===== config.mk =====
export PLATFORM = sky130hd
export DESIGN_NAME = liugc_regs
export DESIGN_NICKNAME = d
export VERILOG_FILES = /design/src/design/liugc_pkg.sv /design/src/design/liugc_regs.sv
export SDC_FILE = /design/constraint.sdc
export NUM_CORES = 1
export LEC_CHECK = 0
export ABC_AREA = 0
export BUFFER_PORTS_ARGS = -buffer_cell sky130_fd_sc_hd__buf_2
export CAP_MARGIN = 20
export CORE_ASPECT_RATIO = 0.9
export CORE_MARGIN = 2
export CORE_UTILIZATION = 45
export DETAILED_ROUTE_END_ITERATION = 16
export PLACE_DENSITY = 0.62
export SYNTH_ARGS = -nofsm -noshare
export SYNTH_HDL_FRONTEND = slang
export SYNTH_SLANG_ARGS = --single-unit

===== constraint.sdc =====
create_clock -name mclk_i -period 7.6 [get_ports mclk_i]
set_input_delay 1.52 -clock mclk_i [delete_from_list [all_inputs] [get_ports mclk_i]]
set_output_delay 1.52 -clock mclk_i [all_outputs]
set_load 0.02 [all_outputs]

===== src/design/liugc_pkg.sv =====
// Purpose: Constants for the line interface global configuration bank
// Assumes: Avalon-MM word addressing, one register per 32-bit word
// Notes: Register index equals the printed byte offset of the part
package liugc_pkg;
	localparam int LIUGC_CH = 8;
	localparam int LIUGC_AW = 8;
	// Register indices
	localparam logic [7:0] LIUGC_CLK_LOS = 8'h81;
	localparam logic [7:0] LIUGC_TX_TERM = 8'h82;
	localparam logic [7:0] LIUGC_VSEL = 8'h8C;
	localparam logic [7:0] LIUGC_CCTRL = 8'h8D;
	localparam logic [7:0] LIUGC_CDATA = 8'h8E;
	localparam logic [7:0] LIUGC_IRQ_STAT = 8'h90;
	localparam logic [7:0] LIUGC_IRQ_MASK = 8'h91;
	localparam logic [7:0] LIUGC_HOST_GLB = 8'h92;
	localparam logic [7:0] LIUGC_CH_TRANSMITTER_ON = 8'h93;
	localparam logic [7:0] LIUGC_CH_TERM = 8'h94;
	// Field positions, clock/loss/test register
	localparam int LIUGC_B_SYN_HI = 5;
	localparam int LIUGC_B_SYN_LO = 4;
	localparam int LIUGC_B_RATE = 3;
	localparam int LIUGC_B_MUTE = 2;
	localparam int LIUGC_B_EXLOSS = 1;
	localparam int LIUGC_B_ICT = 0;
	// Field positions, transmit/termination register
	localparam int LIUGC_B_TXSRC = 7;
	localparam int LIUGC_B_TERMSRC = 6;
	// Field positions, counter control register
	localparam int LIUGC_B_ALLCLR = 4;
	localparam int LIUGC_B_ALLLAT = 3;
	localparam int LIUGC_B_BYTE = 2;
	localparam int LIUGC_B_CHLAT = 1;
	localparam int LIUGC_B_CHCLR = 0;
	// Field positions, host global register
	localparam int LIUGC_B_GTXON = 0;
	localparam int LIUGC_B_GTERM = 1;
	// Reset values and selector codes
	localparam logic [7:0] LIUGC_RST8 = 8'h00;
	localparam logic [15:0] LIUGC_RST16 = 16'h0000;
	localparam logic [3:0] LIUGC_SEL_NONE = 4'h0;
	localparam logic [3:0] LIUGC_SEL_LAST = 4'h8;
	// Loss-of-signal zero thresholds, in received bits, and the violation counter ceiling
	localparam logic [12:0] LIUGC_LOS_EXT = 13'h1000;
	localparam logic [12:0] LIUGC_LOS_T1 = 13'h00AF;
	localparam logic [12:0] LIUGC_LOS_E1 = 13'h0020;
	localparam logic [15:0] LIUGC_CNT_MAX = 16'hFFFF;
endpackage


===== src/design/liugc_regs.sv =====
// Purpose: Global configuration registers and violation counters, eight channels
// Assumes: All inputs synchronous to mclk_i; rx_bit_en_i marks each received bit
// Notes: Avalon-MM slave answers every access in one wait cycle
//
// Design decision made here: the Avalon-MM interface to the registers.
`timescale 1ns/1ns
module liugc_regs
	import liugc_pkg::*;
(
	input wire logic mclk_i,
	input wire logic nrst_i,
	input wire logic [LIUGC_AW-1:0] address_i,
	input wire logic read_i,
	input wire logic write_i,
	input wire logic [31:0] writedata_i,
	output logic [31:0] readdata_o,
	output logic waitrequest_o,
	output logic irq_o,
	input wire logic host_mode_i,
	input wire logic in_circuit_test_n_i,
	input wire logic transmitter_on_pin_i,
	input wire logic receive_termination_pin_i,
	input wire logic [LIUGC_CH-1:0] rx_bit_en_i,
	input wire logic [LIUGC_CH-1:0] rx_pos_in_i,
	input wire logic [LIUGC_CH-1:0] rx_neg_in_i,
	input wire logic [LIUGC_CH-1:0] line_code_violation_i,
	output logic [LIUGC_CH-1:0] receive_positive_data_o,
	output logic [LIUGC_CH-1:0] receive_negative_data_o,
	output logic [LIUGC_CH-1:0] receive_signal_loss_o,
	output logic [LIUGC_CH-1:0] transmitter_on_o,
	output logic [LIUGC_CH-1:0] receive_termination_select_o,
	output logic master_rate_select_o,
	output logic synth_input_select_hi_o,
	output logic synth_input_select_lo_o,
	output logic outputs_float_o
);
	logic [7:0] clk_los_test;
	logic [1:0] tx_term_ctrl;
	logic [3:0] chan_sel;
	logic [4:0] cnt_ctrl;
	logic [7:0] irq_status;
	logic [7:0] irq_mask;
	logic [1:0] host_glb;
	logic [7:0] ch_transmitter_on;
	logic [7:0] ch_term;
	logic [15:0] vcount [LIUGC_CH];
	logic [15:0] vhold [LIUGC_CH];
	logic [12:0] zero_run [LIUGC_CH];
	logic [LIUGC_CH-1:0] loss;
	logic [LIUGC_CH-1:0] loss_rise;
	logic [LIUGC_CH-1:0] ch_hit;
	logic [12:0] los_limit;
	logic wr_go;
	logic [7:0] wbyte;
	logic latch_all;
	logic latch_one;
	logic [15:0] sel_hold;
	logic [7:0] cdata;
	logic [31:0] next_readdata;
	logic glb_tx;
	logic glb_term;

	// A write lands only on the edge where the master sees waitrequest low
	assign wr_go = write_i && !waitrequest_o;
	assign wbyte = writedata_i[7:0];

	// Bus handshake: one wait cycle, then a single ready cycle
	always_ff @(posedge mclk_i or negedge nrst_i) begin
		if (!nrst_i) begin
			waitrequest_o <= 1'b1;
		end else if ((read_i || write_i) && waitrequest_o) begin
			waitrequest_o <= 1'b0;
		end else begin
			waitrequest_o <= 1'b1;
		end
	end

	// Clock, loss and test register; bits above the synth selects read zero
	always_ff @(posedge mclk_i or negedge nrst_i) begin
		if (!nrst_i) begin
			clk_los_test <= LIUGC_RST8;
		end else if (wr_go && address_i == LIUGC_CLK_LOS) begin
			clk_los_test <= {2'h0, wbyte[5:0]};
		end
	end

	// Transmit and termination source register; low six bits unused
	always_ff @(posedge mclk_i or negedge nrst_i) begin
		if (!nrst_i) begin
			tx_term_ctrl <= 2'h0;
		end else if (wr_go && address_i == LIUGC_TX_TERM) begin
			tx_term_ctrl <= {wbyte[LIUGC_B_TXSRC], wbyte[LIUGC_B_TERMSRC]};
		end
	end

	// Selector keeps only its low nibble
	always_ff @(posedge mclk_i or negedge nrst_i) begin
		if (!nrst_i) begin
			chan_sel <= LIUGC_SEL_NONE;
		end else if (wr_go && address_i == LIUGC_VSEL) begin
			chan_sel <= wbyte[3:0];
		end
	end

	// Counter control bits are plain levels; latches act on the write itself
	always_ff @(posedge mclk_i or negedge nrst_i) begin
		if (!nrst_i) begin
			cnt_ctrl <= 5'h00;
		end else if (wr_go && address_i == LIUGC_CCTRL) begin
			cnt_ctrl <= wbyte[4:0];
		end
	end

	// Host-mode globals and per-channel enables
	always_ff @(posedge mclk_i or negedge nrst_i) begin
		if (!nrst_i) begin
			host_glb <= 2'h0;
			ch_transmitter_on <= LIUGC_RST8;
			ch_term <= LIUGC_RST8;
		end else if (wr_go) begin
			if (address_i == LIUGC_HOST_GLB) begin
				host_glb <= wbyte[1:0];
			end
			if (address_i == LIUGC_CH_TRANSMITTER_ON) begin
				ch_transmitter_on <= wbyte;
			end
			if (address_i == LIUGC_CH_TERM) begin
				ch_term <= wbyte;
			end
		end
	end

	// Interrupt mask
	always_ff @(posedge mclk_i or negedge nrst_i) begin
		if (!nrst_i) begin
			irq_mask <= LIUGC_RST8;
		end else if (wr_go && address_i == LIUGC_IRQ_MASK) begin
			irq_mask <= wbyte;
		end
	end

	// Sticky loss-onset flags; a new onset beats a same-cycle clear
	always_ff @(posedge mclk_i or negedge nrst_i) begin
		if (!nrst_i) begin
			irq_status <= LIUGC_RST8;
		end else if (wr_go && address_i == LIUGC_IRQ_STAT) begin
			irq_status <= (irq_status & ~wbyte) | loss_rise;
		end else begin
			irq_status <= irq_status | loss_rise;
		end
	end

	// Level interrupt, registered
	always_ff @(posedge mclk_i or negedge nrst_i) begin
		if (!nrst_i) begin
			irq_o <= 1'b0;
		end else begin
			irq_o <= |(irq_status & irq_mask);
		end
	end

	// Zero threshold: extended overrides the rate-specific figure
	assign los_limit = clk_los_test[LIUGC_B_EXLOSS] ? LIUGC_LOS_EXT :
		(clk_los_test[LIUGC_B_RATE] ? LIUGC_LOS_T1 : LIUGC_LOS_E1);
	assign latch_all = wr_go && address_i == LIUGC_CCTRL && wbyte[LIUGC_B_ALLLAT];
	assign latch_one = wr_go && address_i == LIUGC_CCTRL && wbyte[LIUGC_B_CHLAT];
	assign glb_tx = host_mode_i ? host_glb[LIUGC_B_GTXON] : transmitter_on_pin_i;
	assign glb_term = host_mode_i ? host_glb[LIUGC_B_GTERM] : receive_termination_pin_i;

	// Per-channel counters, loss detection and output steering
	genvar g;
	generate
		for (g = 0; g < LIUGC_CH; g++) begin : gch
			// Selector code g+1 addresses channel g; code zero hits none
			assign ch_hit[g] = (chan_sel == 4'(g + 1));
			assign loss_rise[g] = !loss[g] && rx_bit_en_i[g] && !rx_pos_in_i[g]
				&& !rx_neg_in_i[g] && (zero_run[g] + 13'h0001 >= los_limit);

			// Violation count held at zero while the all-clear bit, or the channel clear bit with this channel selected, stands
			always_ff @(posedge mclk_i or negedge nrst_i) begin
				if (!nrst_i) begin
					vcount[g] <= LIUGC_RST16;
				end else if (cnt_ctrl[LIUGC_B_ALLCLR]
					|| (cnt_ctrl[LIUGC_B_CHCLR] && ch_hit[g])) begin
					vcount[g] <= LIUGC_RST16;
				end else if (line_code_violation_i[g] && vcount[g] != LIUGC_CNT_MAX) begin
					vcount[g] <= vcount[g] + 16'h0001;
				end
			end

			// Holding register keeps a stable snapshot for byte reads
			always_ff @(posedge mclk_i or negedge nrst_i) begin
				if (!nrst_i) begin
					vhold[g] <= LIUGC_RST16;
				end else if (latch_all || (latch_one && ch_hit[g])) begin
					vhold[g] <= vcount[g];
				end
			end

			// Run of zeros; any mark ends the run and the loss
			always_ff @(posedge mclk_i or negedge nrst_i) begin
				if (!nrst_i) begin
					zero_run[g] <= 13'h0000;
					loss[g] <= 1'b0;
				end else if (rx_bit_en_i[g]) begin
					if (rx_pos_in_i[g] || rx_neg_in_i[g]) begin
						zero_run[g] <= 13'h0000;
						loss[g] <= 1'b0;
					end else if (!loss[g]) begin
						zero_run[g] <= zero_run[g] + 13'h0001;
						loss[g] <= loss_rise[g];
					end
				end
			end

			// Registered line outputs
			always_ff @(posedge mclk_i or negedge nrst_i) begin
				if (!nrst_i) begin
					receive_positive_data_o[g] <= 1'b0;
					receive_negative_data_o[g] <= 1'b0;
					receive_signal_loss_o[g] <= 1'b0;
					transmitter_on_o[g] <= 1'b0;
					receive_termination_select_o[g] <= 1'b0;
				end else begin
					receive_signal_loss_o[g] <= loss[g];
					if (clk_los_test[LIUGC_B_MUTE] && loss[g]) begin
						receive_positive_data_o[g] <= 1'b0;
						receive_negative_data_o[g] <= 1'b0;
					end else begin
						receive_positive_data_o[g] <= rx_pos_in_i[g];
						receive_negative_data_o[g] <= rx_neg_in_i[g];
					end
					transmitter_on_o[g] <= tx_term_ctrl[1] ? ch_transmitter_on[g] : glb_tx;
					receive_termination_select_o[g] <= tx_term_ctrl[0] ?
						receive_termination_pin_i : (glb_term & ch_term[g]);
				end
			end
		end
	endgenerate

	// Selected snapshot; no channel reads as zero
	always_comb begin
		sel_hold = LIUGC_RST16;
		if (chan_sel != LIUGC_SEL_NONE && chan_sel <= LIUGC_SEL_LAST) begin
			sel_hold = vhold[3'(chan_sel - 4'h1)];
		end
		cdata = cnt_ctrl[LIUGC_B_BYTE] ? sel_hold[15:8] : sel_hold[7:0];
	end

	// Read multiplexer; unmapped words read zero
	always_comb begin
		next_readdata = 32'h0000_0000;
		unique case (address_i)
			LIUGC_CLK_LOS: next_readdata[7:0] = clk_los_test;
			LIUGC_TX_TERM: next_readdata[7:6] = tx_term_ctrl;
			LIUGC_VSEL: next_readdata[3:0] = chan_sel;
			LIUGC_CCTRL: next_readdata[4:0] = cnt_ctrl;
			LIUGC_CDATA: next_readdata[7:0] = cdata;
			LIUGC_IRQ_STAT: next_readdata[7:0] = irq_status;
			LIUGC_IRQ_MASK: next_readdata[7:0] = irq_mask;
			LIUGC_HOST_GLB: next_readdata[1:0] = host_glb;
			LIUGC_CH_TRANSMITTER_ON: next_readdata[7:0] = ch_transmitter_on;
			LIUGC_CH_TERM: next_readdata[7:0] = ch_term;
			default: next_readdata = 32'h0000_0000;
		endcase
	end

	// Read data captured in the wait cycle, stands through the ready cycle
	always_ff @(posedge mclk_i or negedge nrst_i) begin
		if (!nrst_i) begin
			readdata_o <= 32'h0000_0000;
		end else if (read_i && waitrequest_o) begin
			readdata_o <= next_readdata;
		end
	end

	// Global strap-like outputs, all registered
	always_ff @(posedge mclk_i or negedge nrst_i) begin
		if (!nrst_i) begin
			master_rate_select_o <= 1'b0;
			synth_input_select_hi_o <= 1'b0;
			synth_input_select_lo_o <= 1'b0;
			outputs_float_o <= 1'b0;
		end else begin
			master_rate_select_o <= clk_los_test[LIUGC_B_RATE];
			synth_input_select_hi_o <= clk_los_test[LIUGC_B_SYN_HI];
			synth_input_select_lo_o <= clk_los_test[LIUGC_B_SYN_LO];
			// Register bit and grounded pin act alike
			outputs_float_o <= clk_los_test[LIUGC_B_ICT] || !in_circuit_test_n_i;
		end
	end
endmodule


==> run_results.csv <==
group,metric,value,unit
grt,grt_pass1_vias,17260,
grt,grt_pass1_wl,94.92,mm
synth,syn_area_per_cell,10.84,um2
timing,setup_tns,0,ns
clock_tree,ctsLongestPathBuffers,3,
clock_tree,clk_pin_slew_worst_paths,0.06,ns
placement,gp_congestion,0.8865,
clock_tree,cts-htree-levels,2,
route,drt-total-wl,58.92,mm
clock_tree,cts-root-buf,"clkbuf_16",
power,power.density,222.1,nW/um2
synth,ys.flop_type,"dfrtp_1",
route,final_antenna_net_count,0,
run,maxCapViolations,0,
timing,max_clock_freq,252.9,MHz
placement,dp_cells,3014,
run_status,status,"complete, no violations",
die,fp.coreArea,54120,um2
grt,grt_max_degree,169,
setup_path,critPathMaxFanout,21,
setup_path,critical_path_class,"reg2reg",
clock_tree,cts-resized-gates,0,
timing,rsz0062_at_grt,"no",
timing,worstMarginPinSlew,1.057,ns
synth,synth_top_area_share,48.09,%
clock_tree,cts_setup_buffers,0,
synth,ys.warnings.count,0,
synth,ys_top_cells_by_area,"dfrtp_1 (48%), mux2_1 (4.7%), ha_1 (3.9%)",
layout,drive_gt1_share,14.71,%
die,initial_core_util,45.38,%
route,vias,17840,
synth,syn_inst,2265,
grt,antenna_found_initial,3,
clock_tree,cts_hold_buf,0,
timing,finalHoldViolations,0,
clock_tree,cts_buffers,51,
synth,synth.largest_area_cell,"dfrtp_1",
synth,ys_seq_elements,473,
clock_tree,cts.sinks,473,
die,die_y,225.6,um
layout,nFillCells,4839,
route,viasPerCell,5.733,
layout,fin_nets,2525,
timing,setup_viol,0,
route,wire_per_inst,18.94,um
clock_tree,cts_tree,"built",
placement,port_buffers,109,
setup_path,required,8.06,ns
power,peakVddDrop,0.0001489,V
route,firstDrtPassIters,5,
setup_path,reg2reg_slack,3.65,ns
synth,async_flop_share,100.0,%
die,dieArea,56470,um2
grt,grt_overflow_total,0,
grt,grt_usage,20.92,%
synth,synth.yosys.seq_area_share,48.20,%
clock_tree,clock_latency,0.60,ns
timing,clock-skew-final,0.02139,ns
setup_path,startpoint_type,"register",
synth,synth-edff-count,0,
setup_path,arrival,4.41,ns
layout,antenna_cells,0,
timing,period_share,52.03,%
setup_path,end_kind,"register",
layout,final_core_util,50.71,%
placement,dp_hpwl,41.45,mm
timing,holdWs,0.4366,ns
die,die_x,250.3,um
timing,period_needed,3.954,ns
timing,slew_viol_final,0,
synth,syn_area,24560,um2
die,num_rows,81,
layout,layout.cells.non_filler,3111,
hold_path,hp-class,"reg2reg",
power,p_leak,0.01286,uW
timing,maxSlewHeadroom,29.23,%
power,total_power,6096,uW
route,drt_iter0_drc,1303,
layout,area_growth,11.74,%
die,ios,158,
synth,synth_cell_types,75,
route,drc,0,
==> report_power, final <==
part | total [uW] | internal (uW) | switching, uW
Sequential | 2940 | 2700 | 244
Combinational | 632 | 255 | 377
Clock | 2520 | 1490 | 1030
Total | 6100 | 4440 | 1650
==> per-stage QoR <==
| step | worst slack (ns) | area, um2 |
|---|---|---|
| 6_report | 3.646 | 27440 |
| 5_1_grt | 3.448 | 27440 |
| 4_1_cts | 3.582 | 27400 |
| 3_5_place_dp | 3.358 | 25700 |
| 3_3_place_gp | 3.349 | 25700 |
| 2_1_floorplan | 4.320 | 24650 |
==> worst paths after layout <==
kind | cells past startpoint | to | from
min in group asynchronous | 1 | zero_run[21] | nrst_i
min reg2reg | 0 | receive_signal_loss_o[2] | loss[2]
max reg2reg | 11 | loss[3] | clk_los_test[1]
max in group asynchronous | 2 | chan_sel[0] | nrst_i
min | 0 | receive_signal_loss_o[2] | loss[2]
max | 11 | loss[3] | clk_los_test[1]
==> worst max-delay path, cell delays in order, from the launching register on <==
cell      delay [ns]
dfrtp_1         0.38
inv_1           0.52
nand2_1         0.56
buf_4           0.41
inv_1           0.47
ha_1            0.24
nand2b_1        0.10
a21oi_1         0.06
o31a_1          0.27
o31a_1          0.27
nor4_1          0.40
a21oi_1         0.12
==> layout make-up <==
type	count	area (um2)	area share [%]
Clock buffer	75	1488	5.421
Multi-Input combinational cell	1679	12190	44.41
Sequential cell	473	11840	43.14
Timing Repair Buffer	124	690.7	2.517
Tap cell	705	882.1	3.214
Inverter	39	146.4	0.5334
Clock inverter	16	210.2	0.7659
==> flip-flops by register name (all words and copies together) (netlist names), 6 cells and up <==
| register | count |
|---|---|
| irq_status | 8 |
| irq_mask | 8 |
| ch_term | 8 |
| transmitter_on_o | 8 |
| receive_negative_data_o | 8 |
| receive_positive_data_o | 8 |
| loss | 8 |
| receive_termination_select_o | 8 |
| clk_los_test | 6 |
| zero_run | 104 |
| vcount | 128 |
| vhold | 128 |
| ch_transmitter_on | 8 |
| readdata_o | 8 |
| receive_signal_loss_o | 8 |
==> per-layer routing <==
| layer | GRT usage, % | vias to the layer above | routed length, um |
|---|---|---|---|
| met5 | 0 | - | 23 |
| met3 | 3.827 | 80 | 3276 |
| met2 | 32.29 | 408 | 26450 |
| met4 | 5.563 | 6 | 1195 |
| li1 | - | 8414 | - |
| met1 | 30.38 | 8927 | 27980 |
==> cell families after synthesis <==
group                      after synthesis  share of synthesized area [%]
AOI/OAI and AO/OA                      404                          10.73
other                                    1                        0.01527
and+or+nand+nor                        768                          15.77
muxes                                  231                          12.43
adders and majority gates               77                          3.923
DFF                                    473                          48.20
xor gates and xnor gates               175                          6.271
buffers and inverters                  136                          2.654
==> layout by cell type, fill, tap and decap left out, drive strengths merged, types with 6 or more instances in the layout <==
master,Yosys,routed
nor3b,8,8
conb,1,24
a21boi,16,16
a211oi,6,6
ha,77,77
nor2b,9,9
a221oi,8,8
a22o,43,43
nor3,35,35
mux4,42,42
mux2i,17,17
nor2,228,228
o31ai,19,19
xnor2,82,82
and2,15,15
and4,29,29
clkinv,0,7
buf,44,122
nor4,14,14
a21o,24,24
a21oi,54,54
xor2,93,93
nand2,181,181
o31a,14,14
nand4,62,62
clkbuf,53,77
nor4b,12,12
o21ai,148,148
a22oi,11,11
or3,16,16
dfrtp,472,472
a31oi,26,26
and3,31,31
or2,6,6
nand2b,14,14
mux2,172,172
nand3b,10,10
inv,39,41
nand3,95,95
==> synthesized netlist by cell type, types with 10 or more instances <==
cell type    n
xor2_1      92
a21oi_1     54
nand4_1     61
clkbuf_1    52
nor3_1      32
and2_1      15
mux2_1     102
a31oi_1     26
and3_1      31
xnor2_1     82
o31a_1      14
mux4_2      42
nand3_1     95
o21ai_0    131
nand2_1    181
dfrtp_1    472
inv_1       39
nor4_1      11
mux2_2      70
nand3b_1    10
a21o_1      24
a22oi_1     11
or3_1       16
o31ai_1     18
nand2b_1    14
mux2i_1     17
nor2_1     220
a22o_1      43
a21boi_0    16
ha_1        77
o21ai_1     17
and4_1      29
buf_4       31
(Power assumes the default switching activity.)
